==> src/pmbr_pkg.sv <==
package pmbr_pkg;

  // ==========================================================
  // Register addresses (management register numbers)
  localparam logic [4:0] ADDR_BASIC_MODE_CONTROL = 5'h00;
  localparam logic [4:0] ADDR_BASIC_MODE_STATUS = 5'h01;
  localparam logic [4:0] ADDR_PHY_IDENTIFIER_HIGH = 5'h02;
  localparam logic [4:0] ADDR_PHY_IDENTIFIER_LOW = 5'h03;
  localparam logic [4:0] ADDR_NEGOTIATION_ADVERTISEMENT = 5'h04;

  // ==========================================================
  // Control register fields
  localparam int CTL_RESET = 15;
  localparam int CTL_LOOPBACK = 14;
  localparam int CTL_SPEED = 13;
  localparam int CTL_AN_ENABLE = 12;
  localparam int CTL_POWER_DOWN = 11;
  localparam int CTL_RESTART_AN = 9;
  localparam int CTL_DUPLEX = 8;
  localparam int CTL_COL_TEST = 7;
  localparam logic [15:0] CTL_RESET_VALUE = 16'h3100;

  // ==========================================================
  // Status register fields
  localparam logic [15:0] STS_FIXED_CAPS = 16'h7809;
  localparam int STS_PREAMBLE_SUPP = 6;
  localparam int STS_AN_COMPLETE = 5;
  localparam int STS_REMOTE_FAULT = 4;
  localparam int STS_LINK = 2;
  localparam int STS_JABBER = 1;
  localparam logic STS_PREAMBLE_SUPP_RESET = 1'b1;

  // ==========================================================
  // Advertisement register fields
  localparam logic [15:0] ADV_WRITE_MASK = 16'h25FF;
  localparam logic [15:0] ADV_RESET_VALUE = 16'h01E1;
  localparam int ADV_ACK = 14;
  localparam logic [4:0] ADV_SELECTOR_8023 = 5'h01;

  // ==========================================================
  // Identifier field widths
  localparam int OUI_HIGH_W = 16;
  localparam int OUI_LOW_W = 6;
  localparam int MODEL_W = 6;
  localparam int REV_W = 4;

  // ==========================================================
  // Timing
  localparam int CLK_PERIOD_NS = 100;
  localparam int SOFT_RESET_NS = 1000;
  localparam int SOFT_RESET_CYCLES =
    (SOFT_RESET_NS + CLK_PERIOD_NS - 1) / CLK_PERIOD_NS;
  localparam int LOOPBACK_DEAD_MS = 720;
  localparam int LOOPBACK_DEAD_CYCLES_DEF = LOOPBACK_DEAD_MS * 1000000 / CLK_PERIOD_NS;

  // ==========================================================
  // Carriers
  typedef struct packed {
    logic we;
    logic re;
    logic [4:0] addr;
    logic [15:0] wdata;
  } pmbr_mgmt_req_t;

  typedef struct packed {
    logic an_complete;
    logic an_speed_100;
    logic an_full_duplex;
    logic an_started;
    logic an_ack;
    logic remote_fault;
    logic link_up;
    logic jabber;
  } pmbr_phy_stat_t;

  typedef enum logic [1:0] {
    PMBR_RUN,
    PMBR_SOFT_RESET
  } pmbr_state_t;

endpackage : pmbr_pkg

==> src/pmbr_regs.sv <==
// Behaviour
// Writing reset bit restores all defaults; bit reads one until reset done.
// Loopback bit enables loopback; 100Mbps receive may be dead for 720ms.
// Speed bit selects 100 or 10; with negotiation reads negotiated speed.
// Negotiation enabled: speed/duplex report results; disabled: they drive link.
// Power down bit powers chip down except oscillator; clearing restores.
// Restart bit re-initiates negotiation, reads one until start; inert if disabled.
// Clearing restart does not disturb negotiation; keep it cleared when disabled.
// Duplex bit selects full duplex only when negotiation disabled.
// Collision test asserts COL for every TX_EN assertion.
// Reserved control bits read zero, ignore writes; manager writes zeros.
// Status capability bits fixed: T4 zero, TX/10 full/half, AN, extended one.
// Preamble suppression bit one accepts preambleless frames; defaults one.
// Negotiation complete bit reads one once negotiation finished.
// Remote fault latches high until status read or chip reset.
// Link status latches low until status read, even if link returns.
// Jabber latches high until read or reset; only in 10Mbps mode.
// Identifier registers carry OUI bits 3..18 and 19..24.
// Second identifier holds model number 9..4 and revision 3..0, fixed.
// Advertised next page and T4 bits are always zero.
// Advertised acknowledge is driven by negotiation logic; software never writes.
// Writable advertisement bits are sent during negotiation with their defaults.
// Selector defaults to 00001, the 802.3 CSMA/CD code, and is sent.
`timescale 1ns/1ns
`default_nettype none

module pmbr_regs
  import pmbr_pkg::*;
#(
  parameter int LOOPBACK_DEAD_CYCLES = LOOPBACK_DEAD_CYCLES_DEF,
  // Arbitrary identity values
  parameter logic [OUI_HIGH_W-1:0] ORG_ID_UPPER_BITS = 16'h1234,
  parameter logic [OUI_LOW_W-1:0] ORG_ID_LOWER_BITS = 6'h15,
  parameter logic [MODEL_W-1:0] VENDOR_MODEL_NUMBER = 6'h2A,
  parameter logic [REV_W-1:0] MODEL_REVISION = 4'h1
)
(
  input wire logic i_clk,
  input wire logic i_rst,
  input wire pmbr_mgmt_req_t i_req,
  input wire pmbr_phy_stat_t i_phy,
  input wire logic i_tx_en,
  output logic [15:0] o_rdata,
  output logic o_rvalid,
  output logic o_speed_100,
  output logic o_full_duplex,
  output logic o_loopback,
  output logic o_rx_dead,
  output logic o_power_down,
  output logic o_an_enable,
  output logic o_an_restart,
  output logic o_col,
  output logic o_preamble_suppress,
  output logic o_phy_state_reset,
  output logic [15:0] o_advertisement
);

  // ==========================================================
  // Storage
  logic [15:0] ctl;
  logic [15:0] adv;
  logic preamble_supp;
  logic remote_fault_flag;
  logic link_flag;
  logic jabber_flag;
  logic [15:0] rst_cnt;
  logic [31:0] dead_cnt;
  pmbr_state_t state;

  logic wr_ctl;
  logic wr_sts;
  logic wr_adv;
  logic rd_sts;
  logic soft_rst;
  logic [15:0] status_word;
  logic [15:0] control_word;
  logic [15:0] adv_word;

  assign wr_ctl = i_req.we && i_req.addr == ADDR_BASIC_MODE_CONTROL;
  assign wr_sts = i_req.we && i_req.addr == ADDR_BASIC_MODE_STATUS;
  assign wr_adv = i_req.we && i_req.addr == ADDR_NEGOTIATION_ADVERTISEMENT;
  assign rd_sts = i_req.re && i_req.addr == ADDR_BASIC_MODE_STATUS;
  assign soft_rst = state == PMBR_SOFT_RESET;

  // ==========================================================
  // Soft reset sequencer
  always_ff @(posedge i_clk)
  begin
    if (i_rst)
    begin
      state <= PMBR_RUN;
      rst_cnt <= 16'h0000;
    end
    else
    begin
      case (state)
        PMBR_RUN:
        begin
          if (wr_ctl && i_req.wdata[CTL_RESET])
          begin
            state <= PMBR_SOFT_RESET;
            rst_cnt <= 16'(SOFT_RESET_CYCLES);
          end
        end
        PMBR_SOFT_RESET:
        begin
          if (rst_cnt <= 16'h0001)
            state <= PMBR_RUN;
          rst_cnt <= rst_cnt - 16'h0001;
        end
        default:
          state <= PMBR_RUN;
      endcase
    end
  end

  // ==========================================================
  // Control register
  always_ff @(posedge i_clk)
  begin
    if (i_rst || soft_rst)
      ctl <= CTL_RESET_VALUE;
    else if (wr_ctl)
    begin
      ctl[CTL_LOOPBACK] <= i_req.wdata[CTL_LOOPBACK];
      ctl[CTL_SPEED] <= i_req.wdata[CTL_SPEED];
      ctl[CTL_AN_ENABLE] <= i_req.wdata[CTL_AN_ENABLE];
      ctl[CTL_POWER_DOWN] <= i_req.wdata[CTL_POWER_DOWN];
      ctl[CTL_DUPLEX] <= i_req.wdata[CTL_DUPLEX];
      ctl[CTL_COL_TEST] <= i_req.wdata[CTL_COL_TEST];
      // Clearing never cancels a pending start; ignored while disabled
      if (i_req.wdata[CTL_RESTART_AN] && i_req.wdata[CTL_AN_ENABLE])
        ctl[CTL_RESTART_AN] <= 1'b1;
      else if (i_phy.an_started)
        ctl[CTL_RESTART_AN] <= 1'b0;
    end
    else if (i_phy.an_started || !ctl[CTL_AN_ENABLE])
      ctl[CTL_RESTART_AN] <= 1'b0;
  end

  // Reserved bits forced to zero on read
  always_comb
  begin
    control_word = 16'h0000;
    control_word[CTL_RESET] = soft_rst;
    control_word[CTL_LOOPBACK] = ctl[CTL_LOOPBACK];
    control_word[CTL_SPEED] = ctl[CTL_AN_ENABLE] ? i_phy.an_speed_100 : ctl[CTL_SPEED];
    control_word[CTL_AN_ENABLE] = ctl[CTL_AN_ENABLE];
    control_word[CTL_POWER_DOWN] = ctl[CTL_POWER_DOWN];
    control_word[CTL_RESTART_AN] = ctl[CTL_RESTART_AN];
    control_word[CTL_DUPLEX] =
      ctl[CTL_AN_ENABLE] ? i_phy.an_full_duplex : ctl[CTL_DUPLEX];
    control_word[CTL_COL_TEST] = ctl[CTL_COL_TEST];
  end

  // ==========================================================
  // Status register
  always_ff @(posedge i_clk)
  begin
    if (i_rst || soft_rst)
      preamble_supp <= STS_PREAMBLE_SUPP_RESET;
    else if (wr_sts)
      preamble_supp <= i_req.wdata[STS_PREAMBLE_SUPP];
  end

  // Event wins over the read-clear in the same cycle
  always_ff @(posedge i_clk)
  begin
    if (i_rst || soft_rst)
      remote_fault_flag <= 1'b0;
    else if (i_phy.remote_fault)
      remote_fault_flag <= 1'b1;
    else if (rd_sts)
      remote_fault_flag <= 1'b0;
  end

  always_ff @(posedge i_clk)
  begin
    if (i_rst || soft_rst)
      jabber_flag <= 1'b0;
    else if (i_phy.jabber && !o_speed_100)
      jabber_flag <= 1'b1;
    else if (rd_sts)
      jabber_flag <= 1'b0;
  end

  // Latch low: failure wins over the read that would re-arm it
  always_ff @(posedge i_clk)
  begin
    if (i_rst || soft_rst)
      link_flag <= 1'b0;
    else if (!i_phy.link_up)
      link_flag <= 1'b0;
    else if (rd_sts)
      link_flag <= 1'b1;
  end

  always_comb
  begin
    status_word = STS_FIXED_CAPS;
    status_word[STS_PREAMBLE_SUPP] = preamble_supp;
    status_word[STS_AN_COMPLETE] = i_phy.an_complete;
    status_word[STS_REMOTE_FAULT] = remote_fault_flag;
    status_word[STS_LINK] = link_flag;
    status_word[STS_JABBER] = jabber_flag;
  end

  // ==========================================================
  // Advertisement register
  always_ff @(posedge i_clk)
  begin
    if (i_rst || soft_rst)
      adv <= ADV_RESET_VALUE;
    else if (wr_adv)
      adv <= i_req.wdata & ADV_WRITE_MASK;
  end

  always_comb
  begin
    adv_word = adv;
    adv_word[ADV_ACK] = i_phy.an_ack;
  end

  // ==========================================================
  // Read port
  always_ff @(posedge i_clk)
  begin
    if (i_rst)
    begin
      o_rdata <= 16'h0000;
      o_rvalid <= 1'b0;
    end
    else
    begin
      o_rvalid <= i_req.re;
      case (i_req.addr)
        ADDR_BASIC_MODE_CONTROL: o_rdata <= control_word;
        ADDR_BASIC_MODE_STATUS: o_rdata <= status_word;
        ADDR_PHY_IDENTIFIER_HIGH: o_rdata <= ORG_ID_UPPER_BITS;
        ADDR_PHY_IDENTIFIER_LOW:
          o_rdata <= {ORG_ID_LOWER_BITS, VENDOR_MODEL_NUMBER, MODEL_REVISION};
        ADDR_NEGOTIATION_ADVERTISEMENT: o_rdata <= adv_word;
        default: o_rdata <= 16'h0000;
      endcase
    end
  end

  // ==========================================================
  // Mode outputs
  always_ff @(posedge i_clk)
  begin
    if (i_rst)
    begin
      o_speed_100 <= CTL_RESET_VALUE[CTL_SPEED];
      o_full_duplex <= CTL_RESET_VALUE[CTL_DUPLEX];
      o_loopback <= 1'b0;
      o_power_down <= 1'b0;
      o_an_enable <= CTL_RESET_VALUE[CTL_AN_ENABLE];
      o_an_restart <= 1'b0;
      o_preamble_suppress <= STS_PREAMBLE_SUPP_RESET;
      o_phy_state_reset <= 1'b0;
      o_advertisement <= ADV_RESET_VALUE;
    end
    else
    begin
      o_speed_100 <= control_word[CTL_SPEED];
      o_full_duplex <= control_word[CTL_DUPLEX];
      o_loopback <= ctl[CTL_LOOPBACK];
      o_power_down <= ctl[CTL_POWER_DOWN];
      o_an_enable <= ctl[CTL_AN_ENABLE];
      o_an_restart <= ctl[CTL_RESTART_AN] && ctl[CTL_AN_ENABLE];
      o_preamble_suppress <= preamble_supp;
      o_phy_state_reset <= soft_rst;
      o_advertisement <= adv_word;
    end
  end

  // ==========================================================
  // Loopback dead time; models descrambler relock at 100Mbps
  always_ff @(posedge i_clk)
  begin
    if (i_rst)
    begin
      dead_cnt <= 32'h00000000;
      o_rx_dead <= 1'b0;
    end
    else
    begin
      if (wr_ctl && i_req.wdata[CTL_LOOPBACK] && !ctl[CTL_LOOPBACK] && o_speed_100)
        dead_cnt <= 32'(LOOPBACK_DEAD_CYCLES);
      else if (dead_cnt != 32'h00000000)
        dead_cnt <= dead_cnt - 32'h00000001;
      o_rx_dead <= dead_cnt != 32'h00000000;
    end
  end

  // ==========================================================
  // Collision test: COL follows each TX_EN assertion
  always_ff @(posedge i_clk)
  begin
    if (i_rst)
      o_col <= 1'b0;
    else
      o_col <= ctl[CTL_COL_TEST] && i_tx_en;
  end

endmodule : pmbr_regs

`default_nettype wire

==> config.mk <==
export PLATFORM = sky130hd
export DESIGN_NAME = pmbr_regs
export DESIGN_NICKNAME = d
export VERILOG_FILES = /design/src/pmbr_pkg.sv /design/src/pmbr_regs.sv
export SDC_FILE = /design/constraint.sdc
export NUM_CORES = 1
export LEC_CHECK = 0
export BUFFER_PORTS_ARGS = -buffer_cell sky130_fd_sc_hd__buf_2
export CELL_PAD_IN_SITES_DETAIL_PLACEMENT = 1
export CELL_PAD_IN_SITES_GLOBAL_PLACEMENT = 2
export CORE_MARGIN = 2
export CORE_UTILIZATION = 36
export CTS_CLUSTER_SIZE = 16
export DETAILED_ROUTE_END_ITERATION = 6
export PLACE_DENSITY = 0.91
export SLEW_MARGIN = 30
export SYNTH_ARGS = -nofsm -noshare
export SYNTH_HDL_FRONTEND = slang
export SYNTH_SLANG_ARGS = --single-unit
==> constraint.sdc <==
create_clock -name i_clk -period 3.46 [get_ports i_clk]
set_input_delay 0.173 -clock i_clk [delete_from_list [all_inputs] [get_ports i_clk]]
set_output_delay 0.173 -clock i_clk [all_outputs]
set_load 0.01 [all_outputs]
[Word-level counts from Yosys, hierarchy flattened]
Index checks and enable logic that the tools add are counted.
Word-level totals
  register bits after elaboration: 111
  bits in latches: 0
  bits in writable memories: 0
  memory bits (read-only): 0
  bits of input ports: 34
  output and inout bits: 43
  memories kept: 0
Cells by class
  add/sub/neg operators: 2
  multipliers: 0
  divide/modulo/power cells: 0
  $lt $le $gt $ge: 1
  eq/ne operators: 8
  shift-type cells: 0
  muxes and demuxes: 17
  bitwise logic cells: 1
  reduce and logical (&&, ||, !) cells: 30
Operator list (count)
  $pmux W16 S5: 1
  $mux W23: 2
  $pmux W16 S2: 1
  $reduce_bool A32 Y1: 1
  $sub A32 B1 Y32 const B: 1
  $le A16 B1 Y1 const B: 1
  $mux W16: 1
  $sub A16 B1 Y16 const B: 1
  $logic_and A1 B1 Y1: 12
  $eq A5 B2 Y1 const B: 2
  $reduce_bool A2 Y1: 5
  $mux W1: 9
  $reduce_and A2 Y1: 3
  $eq A5 B1 Y1 const B: 1
  $eq A5 B3 Y1 const B: 1
  $logic_not A5 Y1: 1
  $mux W2: 2
  $pmux W2 S2: 1
  $reduce_or A2 Y1: 2
  $logic_not A1 Y1: 3
  $ne A3 B2 Y1 const B: 1
  $eq A2 B1 Y1 const B: 1
  $logic_not A2 Y1: 1
  $logic_or A1 B1 Y1: 2
  other kinds (3): 3

[Longest topological paths before layout]
  depth after elaboration: 6
  mapped depth: 8

[Least setup slack after synthesis]
No wires, ideal clock.
  path type: reg-to-reg
  from: register dead_cnt[14]
  to: register dead_cnt[1]
  library setup time: 116 ps
  arrival: 2228 ps
  data required time: 3344 ps
  setup slack: 1116 ps
  stages on the path, launching flop included: 7
  path buffers: 2
  clock period less this slack: 2344 ps
  cells stage by stage: dfxtp_1 -> or4_4 -> or4_4 -> buf_6 -> buf_6 -> or3_4 -> o211a_1
Between the ends
  word-level cells in the longest chain between the ends: 1
RTL lines
  start: declaration: RTL line pmbr_regs.sv:67  | logic [31:0] dead_cnt;
  start signal: assignment: RTL line pmbr_regs.sv:290  | dead_cnt <= 32'(LOOPBACK_DEAD_CYCLES);
  start signal: assignment: RTL line pmbr_regs.sv:292  | dead_cnt <= dead_cnt - 32'h00000001;
  $reduce_bool A32 Y1: RTL line pmbr_regs.sv:291  | else if (dead_cnt != 32'h00000000)
Every way passes these cells.
A chain may end at the register's enable or synchronous reset.

[Final worst setup path]
  from: register dead_cnt[14]
  to: register dead_cnt[16]
Between the ends
  word-level cells in the longest chain between the ends: 3
  elaborated cells between the ends (all ways): 5
RTL lines
  $sub A32 B1 Y32: RTL line pmbr_regs.sv:292
  $mux W23: RTL line pmbr_regs.sv:291
  $mux W23: RTL line pmbr_regs.sv:289  | if (wr_ctl && i_req.wdata[CTL_LOOPBACK] && !ctl[CTL_LOOPBACK] && o_speed_100)
Parallel ways exist; a longest one is shown, timed or not. The select of a mux whose other input is x is not followed.

==> impl_metrics.ini <==
[job]
cap_violations = 0

[logic_synthesis]
yosysWarnings = 0
synth_mux_area_frac = 0.01144
synthAdderAreaFrac = 0.01090
synth_top_family_by_area = simple AND/OR/NAND/NOR gates
synth_edf_count = 0
netlist_area_um2 = 4592
synth-async-reset-ratio = 0
synth_area_leaders = dfxtp_1 48%, a21oi_1 5.3%, nand2_1 4.7%
synth_compound_area_frac = 0.1567
synthDistinctLibCells = 59
syn_inst = 518
synth_most_common_cell = dfxtp_1
post_synth.cell_area_avg_um2 = 8.865
synth_xor_xnor_area_share = 0.01144
ys_top_cells_by_count = 110 x dfxtp_1, 57 x nand2_1, 49 x a21oi_1, 41 x nor2_1, 21 x or4_1
synth_top_cell_by_area = dfxtp_1
synth-seq-cells = 110
synth_ff_type = dfxtp_1
ys_seq_area_frac = 0.4796
synth_top_area_frac = 0.4796
yosys.area_share.simple = 0.2866

[critical_path]
critPathMaxFanout = 17
reg2regPathDepth = 5
endpoint = dead_cnt[16]$_SDFFE_PP0P_
required_ns = 3.68
path_class = reg -> reg
start_kind = register
r2r_start = dead_cnt[14]$_SDFFE_PP0P_
worstPathArrival_ns = 2.86
cp-startpoint = dead_cnt[14]$_SDFFE_PP0P_
cp-end-kind = register
ff2ff_setup_slack_ns = 0.82
r2r_end = dead_cnt[16]$_SDFFE_PP0P_

[clock_tree]
h-tree-depth = 3
cts_root_buf = clkbuf_16
insertion_delay_ns = 0.36
cts_tree = done
cts_made_buffers = 9
clk_pin_slew_worst_paths_ns = 0.08
cts_hold_buffers = 0
post_cts.repair.setup_buffers = 0
ctsLongestPathBuffers = 2
cts.repair.resized = 0
clock_sinks = 110

[finish]
fill_cells = 1512
layout-drive-gt1-share = 0.2137
postLayoutCoreUtil = 0.4280
final_area_um2 = 5358
syn_to_final_growth_pct = 16.68
n_antenna_cell = 0
layout.nets = 618
fin_cells = 757

[timing]
finalWorstSetupSlack_ns = 0.8208
max_slew_margin = 0.4025
finalHoldViolations = 0
tightest_slew_ns = 0.8930
whs_ns = 0.02047
fin_tns_setup_ns = 0
setup_viol = 0
fmax_ghz = 0.3789
fin_worst_skew_ns = 0.01429
drv_slew = 0
min_period_ns = 2.639
rsz0062_at_grt = no
timing.final.crit_share = 0.7628

[floorplanning]
die_h_um = 116.9
die_x_um = 116.9
die_area_um2 = 13680
start_util = 0.3669
rows = 41
fp.coreArea_um2 = 12520
io_pins = 77

[grt]
antenna_found_initial = 0
grt_pass1_wl_um = 20290
grt_pass1_vias = 4045
grt_usage = 0.1884
grt_overflow = 0
grt_max_degree = 27

[routing]
top_layer = met4
antenna_left = 0
viasPerCell = 5.324
drt-met1-wl_um = 5706
dr.first_iter.drc_count = 237
wl_um = 12480
route.met2.wl_um = 6193
wl_per_cell_um = 16.48
drc = 0
via_count = 4030
dr_wl_met3_um = 382
drtPass1Iterations = 4

[status]
outcome = complete, no violations

[pwr]
power_density_nw_per_um2 = 720.5
p_leak_nw = 2.103
vdd_drop_max_mv = 0.4229
totalPowerFinal_mw = 3.860

[worst_hold_path]
hp-class = in -> reg

[place]
place_congestion = 0.8074
post-place-cells = 741
post-place-ws_ns = 0.8662
place_area_um2 = 5055
hpwl_um = 9042
port_buffers = 72
## power by group
group / total [mW] / internal, mW / switching (mW) / leakage, nW
combinational: 1.28 / 0.504 / 0.780 / 1.07
sequential: 1.54 / 1.40 / 0.134 / 0.893
clock: 1.04 / 0.513 / 0.527 / 0.144
## area by class of cell
class	instances	area (µm²)	share of cell area
tap	172	215.2	0.04017
multi-input combinational	373	2206	0.4117
clock inverter	7	77.57	0.01448
timing repair buffer	77	397.9	0.07426
inverter	9	33.78	0.006305
sequential	110	2202	0.4110
clock buffer	9	225.2	0.04204
## metal layers
layer	global-route usage	up-vias
met5	0	-
met1	0.2435	1979
met2	0.3171	60
met3	0.04222	14
li1	-	1977
met4	0.05333	0
## cells in the final DEF (no fill, tap or decap), drive strengths merged, types with 9 or more instances in the layout
cell / n
nand3: 19
or4: 26
nand2: 57
nor2: 41
dfxtp: 110
a31oi: 12
nor2b: 18
o21ai: 12
a21oi: 49
o31ai: 16
inv: 12
nor3: 13
or3: 20
or2: 16
clkbuf: 9
buf: 77
## worst max-delay path, stage by stage (launching register included)
cell      delay, ns
dfxtp_1        0.38
or4_4          0.59
or4_4          0.62
o211ai_2       0.60
or4_2          0.24
a31oi_1        0.07
## worst min-delay path by stage
stage	cells past startpoint	startpoint	slack (ns)	end
4_1_cts	3	i_req[0]	0.02	adv[0]$_SDFFE_PP1P_
3_3_place_gp	3	i_req[0]	0.39	adv[0]$_SDFFE_PP1P_
3_5_place_dp	3	i_req[0]	0.39	adv[0]$_SDFFE_PP1P_
6_report	3	i_req[0]	0.02	adv[0]$_SDFFE_PP1P_
5_1_grt	3	i_req[5]	0.03	adv[5]$_SDFFE_PP1P_
2_1_floorplan	1	i_rst	0.26	o_advertisement[1]$_SDFF_PP0_
## state kept, by name, indices dropped and copies added, names as in the netlist, 7 cells and up
signal,cells
adv,11
ctl,7
dead_cnt,32
o_advertisement,12
o_rdata,16
rst_cnt,16
## kinds of logic after synthesis
kind of cell | Yosys count
simple gates | 240
compound gates | 114
flops | 110
buf+inv | 38
xor+xnor | 6
mux | 5
fa+ha+maj | 4
other cells | 1
No activity file was read; power rests on OpenSTA's default activity.
